--- src/smp_pkg.sv ---
// Shared constants, state encoding and divider helpers for the serial port.
package smp_pkg;

	localparam int          SMP_WORD_MAX     = 16;
	localparam int          SMP_FIFO_DEPTH   = 16;
	localparam int          SMP_REG_COUNT    = 12;
	localparam logic [15:0] SMP_FRAME_BASE   = 16'h7040; // RULE_19
	localparam logic [6:0]  SMP_BRR_SMALL    = 7'h03;
	localparam logic [7:0]  SMP_DIV_MIN      = 8'h04;
	localparam logic [7:0]  SMP_DIV_MAX      = 8'h80;
	localparam logic [9:0]  SMP_LEAD_SYSTEM_CLOCK  = 10'h003;
	localparam logic [15:0] SMP_WORD_RST     = 16'h0000;
	localparam logic [4:0]  SMP_CNT_RST      = 5'h00;
	localparam logic [7:0]  SMP_HALF_RST     = 8'h01;

	typedef enum logic [1:0]
	{
		ST_IDLE  = 2'b00,
		ST_LEAD  = 2'b01,
		ST_SHIFT = 2'b11,
		ST_TRAIL = 2'b10
	} smp_state_t;

	// Small settings all give a quarter of the peripheral clock.
	function automatic logic [7:0] smp_div_f(input logic [6:0] brr);
		return (brr < SMP_BRR_SMALL) ? SMP_DIV_MIN : ({1'b0, brr} + 8'h01); // RULE_13
	endfunction

	function automatic logic [15:0] smp_mask_f(input logic [3:0] len_m1);
		return 16'hFFFF >> (4'hF - len_m1);
	endfunction

endpackage

--- src/smp_sync.sv ---
// Two-stage synchroniser for pins arriving from outside the core clock.
`timescale 1ns/1ns
`default_nettype none
module smp_sync
#(
	parameter int W = 4
)
(
	input  wire logic         core_clk,
	input  wire logic         reset_n,
	input  wire logic [W-1:0] async_in,
	output logic      [W-1:0] sync_out
);
	logic [W-1:0] meta_r;

	initial
	begin
		if (W < 1)
			$error("smp_sync width must be at least one");
	end

	always_ff @(posedge core_clk)
	begin
		if (!reset_n)
		begin
			meta_r   <= '0;
			sync_out <= '0;
		end
		else
		begin
			meta_r   <= async_in;
			sync_out <= meta_r;
		end
	end
endmodule // smp_sync
`default_nettype wire

--- src/smp_fifo.sv ---
// Word FIFO whose capacity drops to one entry when bypassed.
`timescale 1ns/1ns
`default_nettype none
module smp_fifo
#(
	parameter int W     = 16,
	parameter int DEPTH = 16
)
(
	input  wire logic         core_clk,
	input  wire logic         reset_n,
	input  wire logic         bypass,
	input  wire logic         in_valid,
	output logic              in_ready,
	input  wire logic [W-1:0] in_data,
	output logic              out_valid,
	input  wire logic         out_ready,
	output logic      [W-1:0] out_data
);
	localparam int AW = $clog2(DEPTH);

	logic [W-1:0] mem [DEPTH];
	logic [AW-1:0] wr_r;
	logic [AW-1:0] rd_r;
	logic [AW:0]   cnt_r;
	logic          push;
	logic          pop;

	initial
	begin
		if (DEPTH < 2 || (1 << AW) != DEPTH)
			$error("smp_fifo depth must be a power of two, at least two");
	end

	// Bypassed, the queue behaves as a single holding register.
	assign in_ready  = bypass ? (cnt_r == '0) : (cnt_r != (AW+1)'(DEPTH)); // RULE_11
	assign out_valid = (cnt_r != '0);
	assign out_data  = mem[rd_r];
	assign push      = in_valid && in_ready;
	assign pop       = out_valid && out_ready;

	always_ff @(posedge core_clk)
	begin
		if (push)
			mem[wr_r] <= in_data;
	end

	always_ff @(posedge core_clk)
	begin
		if (!reset_n)
		begin
			wr_r  <= '0;
			rd_r  <= '0;
			cnt_r <= '0;
		end
		else
		begin
			if (push)
				wr_r <= wr_r + 1'b1;
			if (pop)
				rd_r <= rd_r + 1'b1;
			if (push && !pop)
				cnt_r <= cnt_r + 1'b1;
			else if (pop && !push)
				cnt_r <= cnt_r - 1'b1;
		end
	end

	a_fifo_no_overfill: assert property (@(posedge core_clk) disable iff (!reset_n) // RULE_10
		cnt_r <= (AW+1)'(DEPTH)) else $error("fifo holds more than its depth");
	a_fifo_bypass_one: assert property (@(posedge core_clk) disable iff (!reset_n) // RULE_11
		bypass && push |=> !in_ready) else $error("bypassed fifo took a second word");
endmodule // smp_fifo
`default_nettype wire

--- src/smp_port.sv ---
// Master/slave synchronous serial port with queued transmit and receive words.
// What this block does
// RULE_01: Shifts 1-16 bit words in and out together.
// RULE_02: Master drives clock; slave follows external master.
// RULE_03: Shift out on one edge, capture on other.
// RULE_04: Phase bit moves data half cycle earlier.
// RULE_05: Idle high, no delay: drive fall, capture rise.
// RULE_06: Idle high, delay: drive early, capture fall.
// RULE_07: Idle low, no delay: drive rise, capture fall.
// RULE_08: Idle low, delay: drive early, capture rise.
// RULE_09: Transmit can be disabled; reception continues.
// RULE_10: Sixteen-entry transmit and receive queues.
// RULE_11: Enhancement bit cleared bypasses both queues.
// RULE_12: 125 selectable bit rates from rate setting.
// RULE_13: Period four clocks, else setting plus one.
// RULE_14: Divisor 4-128; odd gives unequal halves.
// RULE_15: Enable leads first edge by 1.5t-3, or 2t-3 with phase delay.
// RULE_16: Enable held half period after last edge.
// RULE_17: Software keeps bit clock within speed limits.
// RULE_18: Settings occupy only the low byte.
// RULE_19: Twelve registers framed from base 7040h.
// RULE_20: Polarity bit picks the referenced clock edge.
// RULE_21: Master/slave bit: set master, clear slave.
// RULE_22: Status flags plus interrupt requests for both.
// RULE_23: Slave ignores clock, floats output when deselected.
// RULE_24: Finished word goes to receive queue, flagged.
`timescale 1ns/1ns
`default_nettype none
module smp_port
	import smp_pkg::*;
#(
	parameter int FIFO_DEPTH = smp_pkg::SMP_FIFO_DEPTH
)
(
	input  wire logic        core_clk,
	input  wire logic        reset_n,
	input  wire logic        master_mode,
	input  wire logic        clock_polarity,
	input  wire logic        clock_phase,
	input  wire logic        tx_enable,
	input  wire logic        fifo_enhancement_enable,
	input  wire logic [6:0]  baud_rate,
	input  wire logic [3:0]  word_len_m1,
	input  wire logic [15:0] tx_data,
	input  wire logic        tx_valid,
	output logic             tx_ready,
	output logic      [15:0] rx_data,
	output logic             rx_valid,
	input  wire logic        rx_ready,
	output logic             rx_overrun,
	input  wire logic        rx_overrun_clr,
	input  wire logic        rx_int_en,
	input  wire logic        tx_int_en,
	output logic             rx_irq,
	output logic             tx_irq,
	output logic             busy,
	input  wire logic        serial_bit_clock_i,
	output logic             serial_bit_clock_o,
	output logic             serial_bit_clock_oe_n,
	input  wire logic        slave_in_master_out_i,
	output logic             slave_in_master_out_o,
	output logic             slave_in_master_out_oe_n,
	input  wire logic        slave_out_master_in_i,
	output logic             slave_out_master_in_o,
	output logic             slave_out_master_in_oe_n,
	input  wire logic        slave_transmit_enable_n_i,
	output logic             slave_transmit_enable_n_o,
	output logic             slave_transmit_enable_n_oe_n
);
	import smp_pkg::*;

	smp_state_t  state_r;
	logic [3:0]  pins_s;
	logic        s_sck;
	logic        s_simo;
	logic        s_somi;
	logic        s_ste_n;
	logic        s_sck_d_r;
	logic [7:0]  div_w;
	logic [7:0]  fh_w;
	logic [7:0]  sh_w;
	logic [9:0]  lead_w;
	logic [9:0]  lead_r;
	logic [7:0]  hc_r;
	logic [4:0]  edge_r;
	logic [4:0]  cnt_r;
	logic [15:0] sr_r;
	logic [15:0] shifted_w;
	logic [15:0] load_w;
	logic        out_bit_r;
	logic        sck_r;
	logic        ste_n_r;
	logic        loaded_r;
	logic        rx_push_r;
	logic [15:0] rx_word_r;
	logic        rx_in_ready;
	logic        tx_q_valid;
	logic [15:0] tx_q_data;
	logic        m_tick;
	logic        s_act;
	logic        s_rise;
	logic        s_fall;
	logic        lead_ev;
	logic        trail_ev;
	logic        cap_ev;
	logic        drv_ev;
	logic        in_bit;
	logic        word_done;
	logic        m_start;
	logic        s_fetch;
	logic        do_load;

	smp_sync #(.W(4)) u_sync
	(
		.core_clk (core_clk),
		.reset_n  (reset_n),
		.async_in ({serial_bit_clock_i, slave_in_master_out_i,
		            slave_out_master_in_i, slave_transmit_enable_n_i}),
		.sync_out (pins_s)
	);
	assign {s_sck, s_simo, s_somi, s_ste_n} = pins_s;

	smp_fifo #(.W(16), .DEPTH(FIFO_DEPTH)) u_tx_fifo // RULE_10
	(
		.core_clk  (core_clk),
		.reset_n   (reset_n),
		.bypass    (!fifo_enhancement_enable),
		.in_valid  (tx_valid),
		.in_ready  (tx_ready),
		.in_data   (tx_data),
		.out_valid (tx_q_valid),
		.out_ready (m_start || s_fetch),
		.out_data  (tx_q_data)
	);

	smp_fifo #(.W(16), .DEPTH(FIFO_DEPTH)) u_rx_fifo // RULE_10
	(
		.core_clk  (core_clk),
		.reset_n   (reset_n),
		.bypass    (!fifo_enhancement_enable),
		.in_valid  (rx_push_r),
		.in_ready  (rx_in_ready),
		.in_data   (rx_word_r),
		.out_valid (rx_valid),
		.out_ready (rx_ready),
		.out_data  (rx_data)
	);

	// The first half is the longer one when the divisor is odd.
	assign div_w  = smp_div_f(baud_rate); // RULE_12 RULE_18
	assign sh_w   = div_w >> 1; // RULE_14
	assign fh_w   = div_w - sh_w; // RULE_14
	assign lead_w = (clock_phase ? {1'b0, div_w, 1'b0} : (10'(div_w) + 10'(sh_w)))
	                - SMP_LEAD_SYSTEM_CLOCK - 10'(fh_w); // RULE_15

	assign m_tick  = (state_r == ST_SHIFT) && (hc_r == 8'h01);
	assign s_act   = !master_mode && !s_ste_n; // RULE_23
	assign s_rise  = s_sck && !s_sck_d_r;
	assign s_fall  = !s_sck && s_sck_d_r;
	assign lead_ev = master_mode ? (m_tick && !edge_r[0]) // RULE_02
	                             : (s_act && (clock_polarity ? s_fall : s_rise)); // RULE_20
	assign trail_ev = master_mode ? (m_tick && edge_r[0])
	                              : (s_act && (clock_polarity ? s_rise : s_fall));
	assign cap_ev  = clock_phase ? lead_ev : trail_ev; // RULE_04 RULE_05 RULE_07
	assign drv_ev  = clock_phase ? trail_ev : lead_ev; // RULE_03 RULE_06 RULE_08
	assign in_bit  = master_mode ? s_somi : s_simo;
	assign word_done = cap_ev && (cnt_r == {1'b0, word_len_m1}); // RULE_01

	assign m_start = (state_r == ST_IDLE) && master_mode && tx_q_valid;
	assign s_fetch = !master_mode && tx_q_valid && (s_ste_n ? !loaded_r : word_done);
	assign do_load = m_start || s_fetch || (!master_mode && word_done);
	// With nothing queued a slave answers with zeros.
	assign load_w  = (tx_q_valid ? tx_q_data : SMP_WORD_RST) << (4'hF - word_len_m1);
	assign shifted_w = {sr_r[14:0], in_bit};

	always_ff @(posedge core_clk)
	begin
		s_sck_d_r <= reset_n ? s_sck : 1'b0;
	end

	always_ff @(posedge core_clk)
	begin
		if (!reset_n)
		begin
			state_r <= ST_IDLE;
			lead_r  <= '0;
			hc_r    <= SMP_HALF_RST;
			edge_r  <= SMP_CNT_RST;
			ste_n_r <= 1'b1;
		end
		else
		begin
			unique case (state_r)
				ST_IDLE:
				begin
					edge_r <= SMP_CNT_RST;
					if (m_start)
					begin
						state_r <= ST_LEAD;
						lead_r  <= lead_w - 10'h001;
						ste_n_r <= 1'b0; // RULE_15
					end
				end
				ST_LEAD:
				begin
					if (lead_r == '0)
					begin
						state_r <= ST_SHIFT;
						hc_r    <= fh_w;
					end
					else
						lead_r <= lead_r - 10'h001;
				end
				ST_SHIFT:
				begin
					if (m_tick)
					begin
						edge_r <= edge_r + 5'h01;
						hc_r   <= edge_r[0] ? fh_w : sh_w;
						if (edge_r == {word_len_m1, 1'b1})
						begin
							state_r <= ST_TRAIL;
							hc_r    <= sh_w; // RULE_16
						end
					end
					else
						hc_r <= hc_r - 8'h01;
				end
				ST_TRAIL:
				begin
					if (hc_r == 8'h01)
					begin
						state_r <= ST_IDLE;
						ste_n_r <= 1'b1; // RULE_16
					end
					else
						hc_r <= hc_r - 8'h01;
				end
			endcase
		end
	end

	// The clock rests at the polarity level between words.
	always_ff @(posedge core_clk)
	begin
		if (!reset_n)
			sck_r <= 1'b0;
		else if (state_r == ST_IDLE)
			sck_r <= clock_polarity; // RULE_20
		else if (m_tick)
			sck_r <= !sck_r; // RULE_05 RULE_06 RULE_07 RULE_08
	end

	always_ff @(posedge core_clk)
	begin
		if (!reset_n)
			sr_r <= SMP_WORD_RST;
		else if (do_load)
			sr_r <= load_w;
		else if (cap_ev)
			sr_r <= shifted_w; // RULE_03
	end

	// With phase delay the first bit must already be on the line before any edge.
	always_ff @(posedge core_clk)
	begin
		if (!reset_n)
			out_bit_r <= 1'b0;
		else if (do_load && clock_phase && !word_done)
			out_bit_r <= load_w[15]; // RULE_04
		else if (drv_ev)
			out_bit_r <= sr_r[15]; // RULE_03
	end

	always_ff @(posedge core_clk)
	begin
		if (!reset_n)
			cnt_r <= SMP_CNT_RST;
		else if ((master_mode ? (state_r == ST_IDLE) : s_ste_n) || word_done)
			cnt_r <= SMP_CNT_RST;
		else if (cap_ev)
			cnt_r <= cnt_r + 5'h01;
	end

	always_ff @(posedge core_clk)
	begin
		if (!reset_n || master_mode)
			loaded_r <= 1'b0;
		else if (s_fetch)
			loaded_r <= 1'b1;
		else if (word_done)
			loaded_r <= 1'b0;
	end

	always_ff @(posedge core_clk)
	begin
		if (!reset_n)
		begin
			rx_push_r <= 1'b0;
			rx_word_r <= SMP_WORD_RST;
		end
		else
		begin
			rx_push_r <= word_done; // RULE_24
			if (word_done)
				rx_word_r <= shifted_w & smp_mask_f(word_len_m1); // RULE_01
		end
	end

	// A new loss in the clearing cycle keeps the flag set.
	always_ff @(posedge core_clk)
	begin
		if (!reset_n)
			rx_overrun <= 1'b0;
		else if (rx_push_r && !rx_in_ready)
			rx_overrun <= 1'b1; // RULE_22
		else if (rx_overrun_clr)
			rx_overrun <= 1'b0;
	end

	assign rx_irq = rx_int_en && (rx_valid || rx_overrun); // RULE_22
	assign tx_irq = tx_int_en && tx_ready; // RULE_22
	assign busy   = (state_r != ST_IDLE) || s_act;

	assign serial_bit_clock_o           = sck_r;
	assign serial_bit_clock_oe_n        = !master_mode; // RULE_21
	assign slave_transmit_enable_n_o    = ste_n_r;
	assign slave_transmit_enable_n_oe_n = !master_mode;
	assign slave_in_master_out_o        = out_bit_r;
	assign slave_in_master_out_oe_n     = !(master_mode && tx_enable); // RULE_09
	assign slave_out_master_in_o        = out_bit_r;
	assign slave_out_master_in_oe_n     = !(s_act && tx_enable); // RULE_09 RULE_23

	a_lead_enable: assert property (@(posedge core_clk) disable iff (!reset_n) // RULE_15
		state_r == ST_LEAD |-> !ste_n_r && sck_r == clock_polarity)
		else $error("clock moved or enable idle during lead");
	a_trail_enable: assert property (@(posedge core_clk) disable iff (!reset_n) // RULE_16
		$rose(ste_n_r) |-> $past(state_r) == ST_TRAIL && $stable(sck_r))
		else $error("enable released outside trail");
	a_idle_level: assert property (@(posedge core_clk) disable iff (!reset_n) // RULE_20
		state_r == ST_IDLE ##1 state_r == ST_IDLE |-> sck_r == $past(clock_polarity))
		else $error("idle clock not at polarity level");
	a_half_min: assert property (@(posedge core_clk) disable iff (!reset_n) // RULE_13
		m_tick |=> !m_tick ##1 $stable(sck_r))
		else $error("clock half period under two cycles");
	a_div_range: assert property (@(posedge core_clk) disable iff (!reset_n) // RULE_14
		div_w >= SMP_DIV_MIN && div_w <= SMP_DIV_MAX && fh_w - sh_w == 8'(div_w[0]))
		else $error("divisor out of range or halves wrong");
	a_word_push: assert property (@(posedge core_clk) disable iff (!reset_n) // RULE_24
		word_done |=> rx_push_r ##1 !rx_push_r)
		else $error("finished word not pushed exactly once");
	a_slave_float: assert property (@(posedge core_clk) disable iff (!reset_n) // RULE_23
		!master_mode && s_ste_n |-> slave_out_master_in_oe_n && !lead_ev && !trail_ev)
		else $error("deselected slave drove or shifted");
	a_tx_off: assert property (@(posedge core_clk) disable iff (!reset_n) // RULE_09
		!tx_enable |-> slave_in_master_out_oe_n && slave_out_master_in_oe_n)
		else $error("data line driven with transmit off");
	a_clock_owner: assert property (@(posedge core_clk) disable iff (!reset_n) // RULE_02 RULE_21
		serial_bit_clock_oe_n == !master_mode && (master_mode || state_r == ST_IDLE))
		else $error("clock driven by wrong side");
	a_edge_count: assert property (@(posedge core_clk) disable iff (!reset_n) // RULE_01
		state_r == ST_SHIFT ##1 state_r == ST_TRAIL |-> edge_r == {word_len_m1, 1'b1} + 5'h01)
		else $error("word ended after wrong edge count");
endmodule // smp_port
`default_nettype wire

--- config.mk ---
export PLATFORM = sky130hd
export DESIGN_NAME = smp_port
export DESIGN_NICKNAME = d
export VERILOG_FILES = /design/src/smp_pkg.sv /design/src/smp_sync.sv /design/src/smp_fifo.sv /design/src/smp_port.sv
export SDC_FILE = /design/constraint.sdc
export NUM_CORES = 1
export LEC_CHECK = 0
export ABC_AREA = 1
export BUFFER_PORTS_ARGS = -buffer_cell sky130_fd_sc_hd__buf_2
export CORE_MARGIN = 2
export CORE_UTILIZATION = 25
export DETAILED_ROUTE_END_ITERATION = 7
export SYNTH_ARGS = -nofsm -noshare
export SYNTH_HDL_FRONTEND = slang
export SYNTH_HIERARCHICAL = 1
export SYNTH_SLANG_ARGS = --single-unit
--- constraint.sdc ---
create_clock -name core_clk -period 4.53 [get_ports core_clk]
set_clock_uncertainty 0.15 [all_clocks]
set_input_delay 0.906 -clock core_clk [delete_from_list [all_inputs] [get_ports core_clk]]
set_output_delay 0.906 -clock core_clk [all_outputs]
set_load 0.05 [all_outputs]
After elaboration in Yosys (flattened, before gate mapping)

Memory sizes are Yosys's and may differ from the RTL's. A register that Yosys moved wholly into a read port is not among the register bits.
Cells that the tools add are included.
Widths: inputs -> output; s select.

Flip-flop bits (word level): 103
Bits in latches: 0
RAM bits: 512
Memory bits (read-only): 0
Bits of input ports: 43
Output and inout port bits: 30
Word-level logic and storage cells: 194
Memories kept: 2

Add/subtract/negate cells: 19
Multipliers: 0
Div/mod/pow operators: 0
Magnitude comparators: 1
Eq/ne operators: 15
Shifts and indexed selects: 2
Multiplexer cells: 56
Bitwise operators: 2
Reductions and logical operators: 75

Memories:

| memory        | words | width | read ports | clocked after Yosys merged registers in | wr ports | RTL line       | RTL |
|---|---|---|---|---|---|---|---|
| u_rx_fifo.mem | 16    | 16    | 1          | 1                                       | 1        | smp_fifo.sv:22 | `logic [W-1:0] mem [DEPTH];` |
| u_tx_fifo.mem | 16    | 16    | 1          | 1                                       | 1        | smp_fifo.sv:22 |  |

Operators with widths:

| cell                  | count |
|---|---|
| $mux 16               | 3 |
| $mux 8                | 6 |
| $logic_and 1x1->1     | 29 |
| $mux 1                | 25 |
| $mux 5                | 5 |
| $pmux 8 s3            | 1 |
| $reduce_bool 2->1     | 11 |
| $add 5x1->5 const B   | 4 |
| $mux 10               | 2 |
| $pmux 10 s2           | 1 |
| $sub 10x1->10 const B | 2 |
| $add 4x1->4 const B   | 4 |
| $and 16x16->16        | 1 |
| $logic_not 1->1       | 16 |
| $mux 4                | 4 |
| $shl 16x4->16         | 1 |
| $shr 16x4->16 const A | 1 |
| $ne 2x2->1 const B    | 6 |
| $logic_not 10->1      | 1 |
| $logic_not 5->1       | 2 |
| $mux 2                | 5 |
| $ne 5x5->1 const B    | 2 |
| $pmux 5 s2            | 1 |
| $reduce_bool 5->1     | 2 |
| other kinds (26)      | 35 |

Longest topological paths before layout

Gate-level depths: netlist of run 1.

Word-level depth: 14
Depth in mapped cells: 28
Depth with buffers taken out: 28

Cells and area by module

Netlist of run 1, hierarchy kept.

Modules (own cells, without submodules):

| module   | instances | cells an instance | area each (µm²) | sequential area each (µm²) |
|---|---|---|---|---|
| smp_fifo | 2         | 1186              | 12060.3         | 8027.7 |
| smp_port | 1         | 905               | 5785.5          | 1381.3 |
| smp_sync | 1         | 25                | 225.2           | 160.2 |

Worst setup path before layout of run 1

OpenSTA, ideal clock, no wires.

Path type: input to register
Start point: input port baud_rate[0]
End point: register lead_r[8]
Library setup time: 0.074 ns
Data arrival time: 4.556 ns
Required time: 4.306 ns
Setup slack: -0.250 ns
Cell stages on the path: 22
Path buffers: 1
Cells stage by stage: ha_1 or2_2 a21oi_1 inv_1 ha_1 clkbuf_1 nor2_1 nand2_1 nand2_1 a21oi_1 o21ai_0 or2_2 nand3_1 o21ai_0 ha_1 inv_1 ha_1 inv_1 o311ai_0 xor2_1 nand2_1 a31oi_1

Cells in the longest elaborated chain, start to end: 9
Elaborated cells on any way between the ends: 11
Those cells by class: 6 x add/sub; 1 x order compare; 4 x mux

Ends and longest elaborated chain:

| what                                             | RTL line        | RTL |
|---|---|---|
| start: declaration                               | smp_port.sv:42  | `input wire logic [6:0] baud_rate,` |
| $add 7x1->8 / $lt 7x2->1 (equally long branches) | smp_pkg.sv:26   | `return (brr < SMP_BRR_SMALL) ? SMP_DIV_MIN : ({1'b0, brr} + 8'h01);` |
| $mux 8 (*)                                       | smp_pkg.sv:26   |  |
| $add 8x7->9                                      | smp_port.sv:153 | `assign lead_w = (clock_phase ? {1'b0, div_w, 1'b0} : (10'(div_w) + 10'(sh_w)))` |
| $mux 9                                           | smp_port.sv:153 |  |
| $sub 9x2->10                                     | smp_port.sv:154 | `- SMP_LEAD_SYSTEM_CLOCK - 10'(fh_w);` |
| $sub 10x8->10 (*)                                | smp_port.sv:154 |  |
| $sub 10x1->10 (*)                                | smp_port.sv:200 | `lead_r <= lead_w - 10'h001;` |
| $mux 10 (*)                                      | smp_port.sv:197 | `if (m_start)` |
| $pmux 10 s2 (*)                                  | smp_port.sv:193 | `unique case (state_r)` |
| end signal: assignment                           | smp_port.sv:200 |  |
| end signal: assignment                           | smp_port.sv:212 | `lead_r <= lead_r - 10'h001;` |
| end: declaration                                 | smp_port.sv:83  | `logic [9:0] lead_r;` |

Every way passes the cells marked *; elsewhere a longest branch is shown, timed or not. The select of a mux whose other input is x is not followed.
A chain may end at the register's enable or synchronous reset.

Worst setup path in the final report of run 1

Start point: input port baud_rate[2]
End point: register lead_r[8]

Same word-level chain as after synthesis.

==> results.json, run 1 <==
{
  "status": "finished, final reports clean",
  "ant_nets": 0,
  "critPathLaunchType": "input pin",
  "drtIter0Drc": 1813,
  "ff2ff_path_depth": 15,
  "yosys.area.top_type": "edfxtp_1",
  "cts.clk_slew.worst_paths_ns": 0.06,
  "tightest_slew_ns": 1.20,
  "holdPathStages": 2,
  "synth_xor_area_share_pct": 0.901,
  "vias": 22200,
  "arrival_ns": 4.66,
  "hp-start": "u_sync/meta_r[2]",
  "r2r-end": "sr_r[15]",
  "antenna_found_initial": 11,
  "relSlewSlack_pct": 20.1,
  "p_seq_share_pct": 37.1,
  "clock_path_buffers": 3,
  "pre_cts_slack_ns": -0.336,
  "yosysTopAreaCellShare_pct": 51.0,
  "synth_area_leaders": "edfxtp_1 (51%), nand2_1 (12%), nand3_1 (7.7%), dfxtp_1 (7.4%), inv_1 (7.0%)",
  "dieArea_sq_um": 123000,
  "drive_gt1_share_pct": 11.4,
  "grt_overflow_total": 0,
  "grtUsageTotal_pct": 12.2,
  "nets": 3528,
  "cts_root_buffer": "clkbuf_16",
  "maxCapViolations": 0,
  "place_inst": 4965,
  "power_density_nw_per_um2": 516,
  "hold_viol": 0,
  "fillCellCount": 12500,
  "synth_top_family_by_area": "simple AND/OR/NAND/NOR gates",
  "async_reset_ff_share_pct": 0,
  "crit_fanout": 3,
  "grt_pass1_vias": 20700,
  "synth_top_flop_cell": "edfxtp_1",
  "synthToLayoutAreaGrowth_pct": 16.1,
  "syn-cell-area_sq_um": 30100,
  "holdPathEnd": "u_sync/sync_out[2]",
  "power_switching_mw": 6.58,
  "ys_seq_area_share_pct": 58.4,
  "drt-total-wl_mm": 76.6,
  "p_clk_share_pct": 30.9,
  "grt_pass1_wl_mm": 118,
  "finalMaxSlewViolations": 0,
  "holdBufCountCts": 0,
  "fmax_mhz": 234,
  "synth_nets": 3405,
  "dr.pass1.iters": 5,
  "initial_utilization_pct": 25.1,
  "vdd_drop_max_v": 0.000345,
  "synth_compound_area_share_pct": 4.39,
  "finalCritPeriodShare_pct": 94.1,
  "comb_power_share_pct": 32.0,
  "dieWidth_um": 351,
  "synth.ff_latch_count": 623,
  "ys_types": 58,
  "grt_start_max_net_pins": 129,
  "setup_violations": 0,
  "final_cells": 5096,
  "yosys.area_share.simple_pct": 23.4,
  "hpwl_mm": 46.6,
  "worstSetupPathType": "input pin to flop",
  "ios": 73,
  "wire_per_inst_um": 15.0,
  "worstPathRequired_ns": 4.93,
  "die_h_um": 351,
  "cts-htree-levels": 3,
  "final.setup.tns_ns": 0,
  "leakagePower_nw": 14.9,
  "synth_edf_count": 512,
  "yosysWarnings": 6,
  "clkLatencyLatePin_ns": 0.63,
  "cts_tree": "built",
  "power_mw": 18.1,
  "drc": 0,
  "core-area_sq_um": 120000,
  "avgSynthCellArea_sq_um": 9.13,
  "p_sw_share_pct": 36.5,
  "rrSetupSlack_ns": 1.18,
  "syn_inst": 3302,
  "rows": 127,
  "place_congestion": 0.810,
  "port_buffers": 72,
  "synth-adder-area-share_pct": 2.62,
  "cts_buffers": 69,
  "via_per_inst": 4.36,
  "postLayoutCoreUtil_pct": 29.2,
  "worst_setup_path_end_kind": "flop",
  "fin_crit_ns": 4.26,
  "setup_slack_ns": 0.265,
  "hp-class": "flop to flop",
  "cts.sinks": 623,
  "synthMuxAreaShare_pct": 0.0664,
  "power.internal_mw": 11.5
}
[cells in the mapped netlist, drive strengths merged (3+ instances only)]
cell	instances
edfxtp	512
inv	572
xnor2	14
o2111ai	4
ha	55
dfxtp	111
nand2	953
o22ai	4
a21oi	89
nor2	140
nor4	3
a31oi	5
o211ai	8
buf	112
nand3	469
fa	5
o21ai	106
clkbuf	31
nand4	18
a211oi	8
or2	9
xor2	17
nor3	36
[area by class of cell]
class | count | area, sq um | share of cell area [%]
inverters | 574 | 2160 | 6.17
repair buffers | 195 | 1360 | 3.89
clock buffers | 96 | 1880 | 5.37
well taps | 1612 | 2020 | 5.77
diodes | 3 | 7.51 | 0.0215
clock inverters | 31 | 350 | 1.00
flip-flops and latches | 623 | 17600 | 50.3
multi-input cells | 1962 | 9600 | 27.4
[state kept, by name (all words and copies together), names as in the netlist, 5 cells and up, named ones only]
signal / flops
u_tx_fifo/mem: 256
u_rx_fifo/cnt_r: 5
hc_r: 8
edge_r: 5
u_rx_fifo/mem: 256
cnt_r: 5
rx_word_r: 16
u_tx_fifo/cnt_r: 5
sr_r: 16
lead_r: 10
[layout by cell type, fill, tap and decap left out, types with 9 or more instances in the layout]
cell type | Yosys | layout
a21oi_1 | 83 | 81
buf_2 | 45 | 72
buf_4 | 34 | 117
clkbuf_1 | 31 | 23
clkbuf_16 | 0 | 70
clkinv_1 | 2 | 10
clkinv_2 | 0 | 11
dfxtp_1 | 111 | 107
edfxtp_1 | 512 | 512
ha_1 | 55 | 55
inv_1 | 561 | 560
inv_2 | 11 | 10
nand2_1 | 941 | 941
nand2_2 | 9 | 9
nand3_1 | 461 | 461
nand4_1 | 16 | 16
nor2_1 | 129 | 121
nor2_2 | 7 | 15
nor3_1 | 34 | 10
nor3_2 | 1 | 24
o21ai_0 | 96 | 96
or2_2 | 9 | 9
xnor2_1 | 14 | 14
xor2_1 | 17 | 17
[layer usage]
metal / up-vias / track usage, % / part of all wire [%]
li1: 11000 / - / -
met1: 10500 / 16.4 / 45
met2: 622 / 20.0 / 47
met3: 139 / 2.23 / 6.2
met4: 16 / 3.47 / 2.3
met5: - / 0 / 0.14
[power by group through the flow]
stage                     combinational, mW  clock, mW  sequential, mW
after global routing                   6.47       5.89            6.73
after global placement                 5.72          0            6.81
final                                  5.79       5.57            6.70
after CTS                              5.81       5.69            6.70
after floorplan                        4.33          0            6.75
after detailed placement               5.78          0            6.82
[cell families after synthesis]
group / count (synthesis)
simple gates: 1633
xor+xnor: 31
mux: 2
flops: 623
buf+inv: 717
fa+ha+maj: 60
compound gates: 236
[worst max-delay path by stage]
stage	from	to	slack [ns]	cells past startpoint
2_1_floorplan	baud_rate[0]	lead_r[8]	0.02	24
4_1_cts	baud_rate[2]	lead_r[8]	0.31	26
6_report	baud_rate[2]	lead_r[8]	0.27	26
3_3_place_gp	baud_rate[2]	lead_r[8]	-0.27	26
3_5_place_dp	baud_rate[2]	lead_r[8]	-0.34	26
5_1_grt	baud_rate[0]	lead_r[9]	-0.02	27
[worst max-delay path, stage by stage]
cell and delay [ns]:
buf_2 0.11, nor2_1 0.09, nand3_1 0.11, nor3_4 0.18, inv_1 0.06, nand2_1 0.09, inv_1 0.06, ha_1 0.21
fa_1 0.46, nand2_1 0.09, nand2_1 0.09, a21oi_1 0.15, o21ai_0 0.12, or2_2 0.30, nand3_1 0.06, o21ai_0 0.12
ha_1 0.32, inv_1 0.04, ha_1 0.31, inv_1 0.07, nor3_1 0.17, nand2_1 0.08, o311ai_1 0.09, xor2_1 0.19
nand2_1 0.06, a31oi_1 0.15
[metrics by stage]
step           hold slack [ns]  instance area [sq um]
2_1_floorplan            0.236                  30100
3_3_place_gp             0.245                  32700
3_5_place_dp             0.246                  32700
4_1_cts                  0.256                  34900
5_1_grt                  0.283                  35000
6_report                 0.258                  35000
[repair_timing]
item / CTS / global route
setup buffers: 0 / 1
endpoints found under the setup margin: 0 / 2
hold endpoints to repair: 0 / 0
gates resized for setup: 0 / 3
Power figures use the tool's default switching activity.
==> inputs of run 2 (changes only) <==
--- a/config.mk
+++ b/config.mk
@@ -7,9 +7,11 @@
 export LEC_CHECK = 0
 export ABC_AREA = 1
 export BUFFER_PORTS_ARGS = -buffer_cell sky130_fd_sc_hd__buf_2
+export CORE_ASPECT_RATIO = 1.25
 export CORE_MARGIN = 2
 export CORE_UTILIZATION = 25
 export DETAILED_ROUTE_END_ITERATION = 7
+export SKIP_LAST_GASP = 1
 export SYNTH_ARGS = -nofsm -noshare
 export SYNTH_HDL_FRONTEND = slang
 export SYNTH_HIERARCHICAL = 1
==> results.json, run 2 (synthesis gave the netlist of run 1 again) <==
{
  "fin_crit_ns": 4.23,
  "tightest_slew_ns": 1.17,
  "worstPathRequired_ns": 4.93,
  "finalCritPeriodShare_pct": 93.3,
  "crit_top_cell": "nand2_1",
  "power_density_nw_per_um2": 517,
  "leakagePower_nw": 14.9,
  "crit_fanout": 3,
  "dr.pass1.iters": 5,
  "placed_cell_area_sq_um": 32700,
  "vdd_drop_max_v": 0.000376,
  "grt_start_max_net_pins": 129,
  "finalMaxSlewViolations": 0,
  "hpwl_mm": 46.8,
  "port_buffers": 72,
  "fin_area_sq_um": 35000,
  "critPathLaunchType": "input pin",
  "relSlewSlack_pct": 21.6,
  "pre_cts_slack_ns": -0.383,
  "cpMaxStageDelayCell": "fa_2",
  "initial_utilization_pct": 25.2,
  "ios": 73,
  "vias": 22100,
  "grtUsageTotal_pct": 12.3,
  "cts.clk_slew.worst_paths_ns": 0.06,
  "synthToLayoutAreaGrowth_pct": 16.3,
  "setup_slack_ns": 0.304,
  "critPathMaxStageDelay_ns": 0.43,
  "antenna_found_initial": 9,
  "clkLatencyLatePin_ns": 0.62,
  "rows": 142,
  "power_mw": 18.1,
  "ant_nets": 0,
  "via_per_inst": 4.36,
  "dieWidth_um": 315,
  "clock_path_buffers": 3,
  "drc": 0,
  "cts_tree": "built",
  "cts-htree-levels": 3,
  "drive_gt1_share_pct": 11.7,
  "final_cells": 5069,
  "cts_buffers": 72,
  "nets": 3530,
  "top_regs": "u_rx_fifo/mem (256), u_tx_fifo/mem (256)",
  "worst_setup_path_end_kind": "flop",
  "final_common_cell": "nand2_1",
  "die_h_um": 392,
  "hold_viol": 0,
  "postLayoutCoreUtil_pct": 29.3,
  "dieArea_sq_um": 123000,
  "maxCapViolations": 0,
  "grt_overflow_total": 0,
  "status": "finished, final reports clean",
  "cts.sinks": 623,
  "grt_setup_unrepaired": "no",
  "hp-class": "flop to flop",
  "cts_root_buffer": "clkbuf_16",
  "setup_violations": 0,
  "wire_per_inst_um": 15.1,
  "arrival_ns": 4.62,
  "worstSetupPathType": "input pin to flop",
  "grt_pass1_vias": 21200,
  "place_inst": 4936,
  "most-common-layout-cells": "nand2_1 (941), inv_1 (561), edfxtp_1 (512)",
  "place_congestion": 0.830,
  "core-area_sq_um": 120000,
  "drt-total-wl_mm": 76.5,
  "fmax_mhz": 237,
  "drtIter0Drc": 1625,
  "grt_pass1_wl_mm": 119
}
==> run 2: worst paths after layout <==
path                    startpoint                 end  slack, ns  cells after the start
setup / recovery      baud_rate[2]           lead_r[8]       0.30                     25
setup reg to reg              flop            sr_r[15]       1.13                     16
hold / removal    u_sync/meta_r[2]  u_sync/sync_out[2]       0.26                      2
hold reg to reg   u_sync/meta_r[2]  u_sync/sync_out[2]       0.26                      2
==> run 2: area by class of cell <==
cell class | count | area [sq um]
flip-flops and latches | 623 | 17600
inverters | 574 | 2160
repair buffers | 194 | 1350
multi-input cells | 1962 | 9610
diodes | 3 | 7.51
clock inverters | 38 | 412
clock buffers | 91 | 1920
well taps | 1584 | 1980
fillers | 12500 | 84700
==> run 2: repair_timing <==
action / 4_1_cts / 5_1_grt
setup buffers: 0 / 1
gates resized for setup: 0 / 3
hold buffers: 0 / 0
endpoints found under the setup margin: 0 / 2
==> run 2: power by group <==
group	internal (mW)	switching, mW	total [mW]
sequential	6.45	0.227	6.68
clock	3.38	2.34	5.72
combinational	1.77	3.95	5.73
total	11.6	6.52	18.1
==> run 2: metrics by stage <==
stage / TNS, ns / hold slack (ns)
3_3_place_gp: -0.988 / 0.242
5_1_grt: 0 / 0.291
6_report: 0 / 0.260
3_5_place_dp: -1.26 / 0.245
2_1_floorplan: 0 / 0.236
4_1_cts: 0 / 0.258
==> run 2: per-layer routing <==
metal	vias up	wire (um)	global-route usage, %
li1	11000	-	-
met1	10500	33500	15.5
met2	520	36900	21.1
met3	159	3980	2.18
met4	12	2060	4.08
met5	-	74	0
==> run 2: worst max-delay path, delay by kind of cell <==
| kind | cells | cell delay [ns] |
|---|---|---|
| XOR/XNOR | 1 | 0.18 |
| AND/OR/NAND/NOR | 11 | 1.32 |
| adder cells (fa/ha/maj) | 4 | 1.28 |
| AO/OA/AOI/OAI | 5 | 0.62 |
| buffers and inverters | 4 | 0.34 |
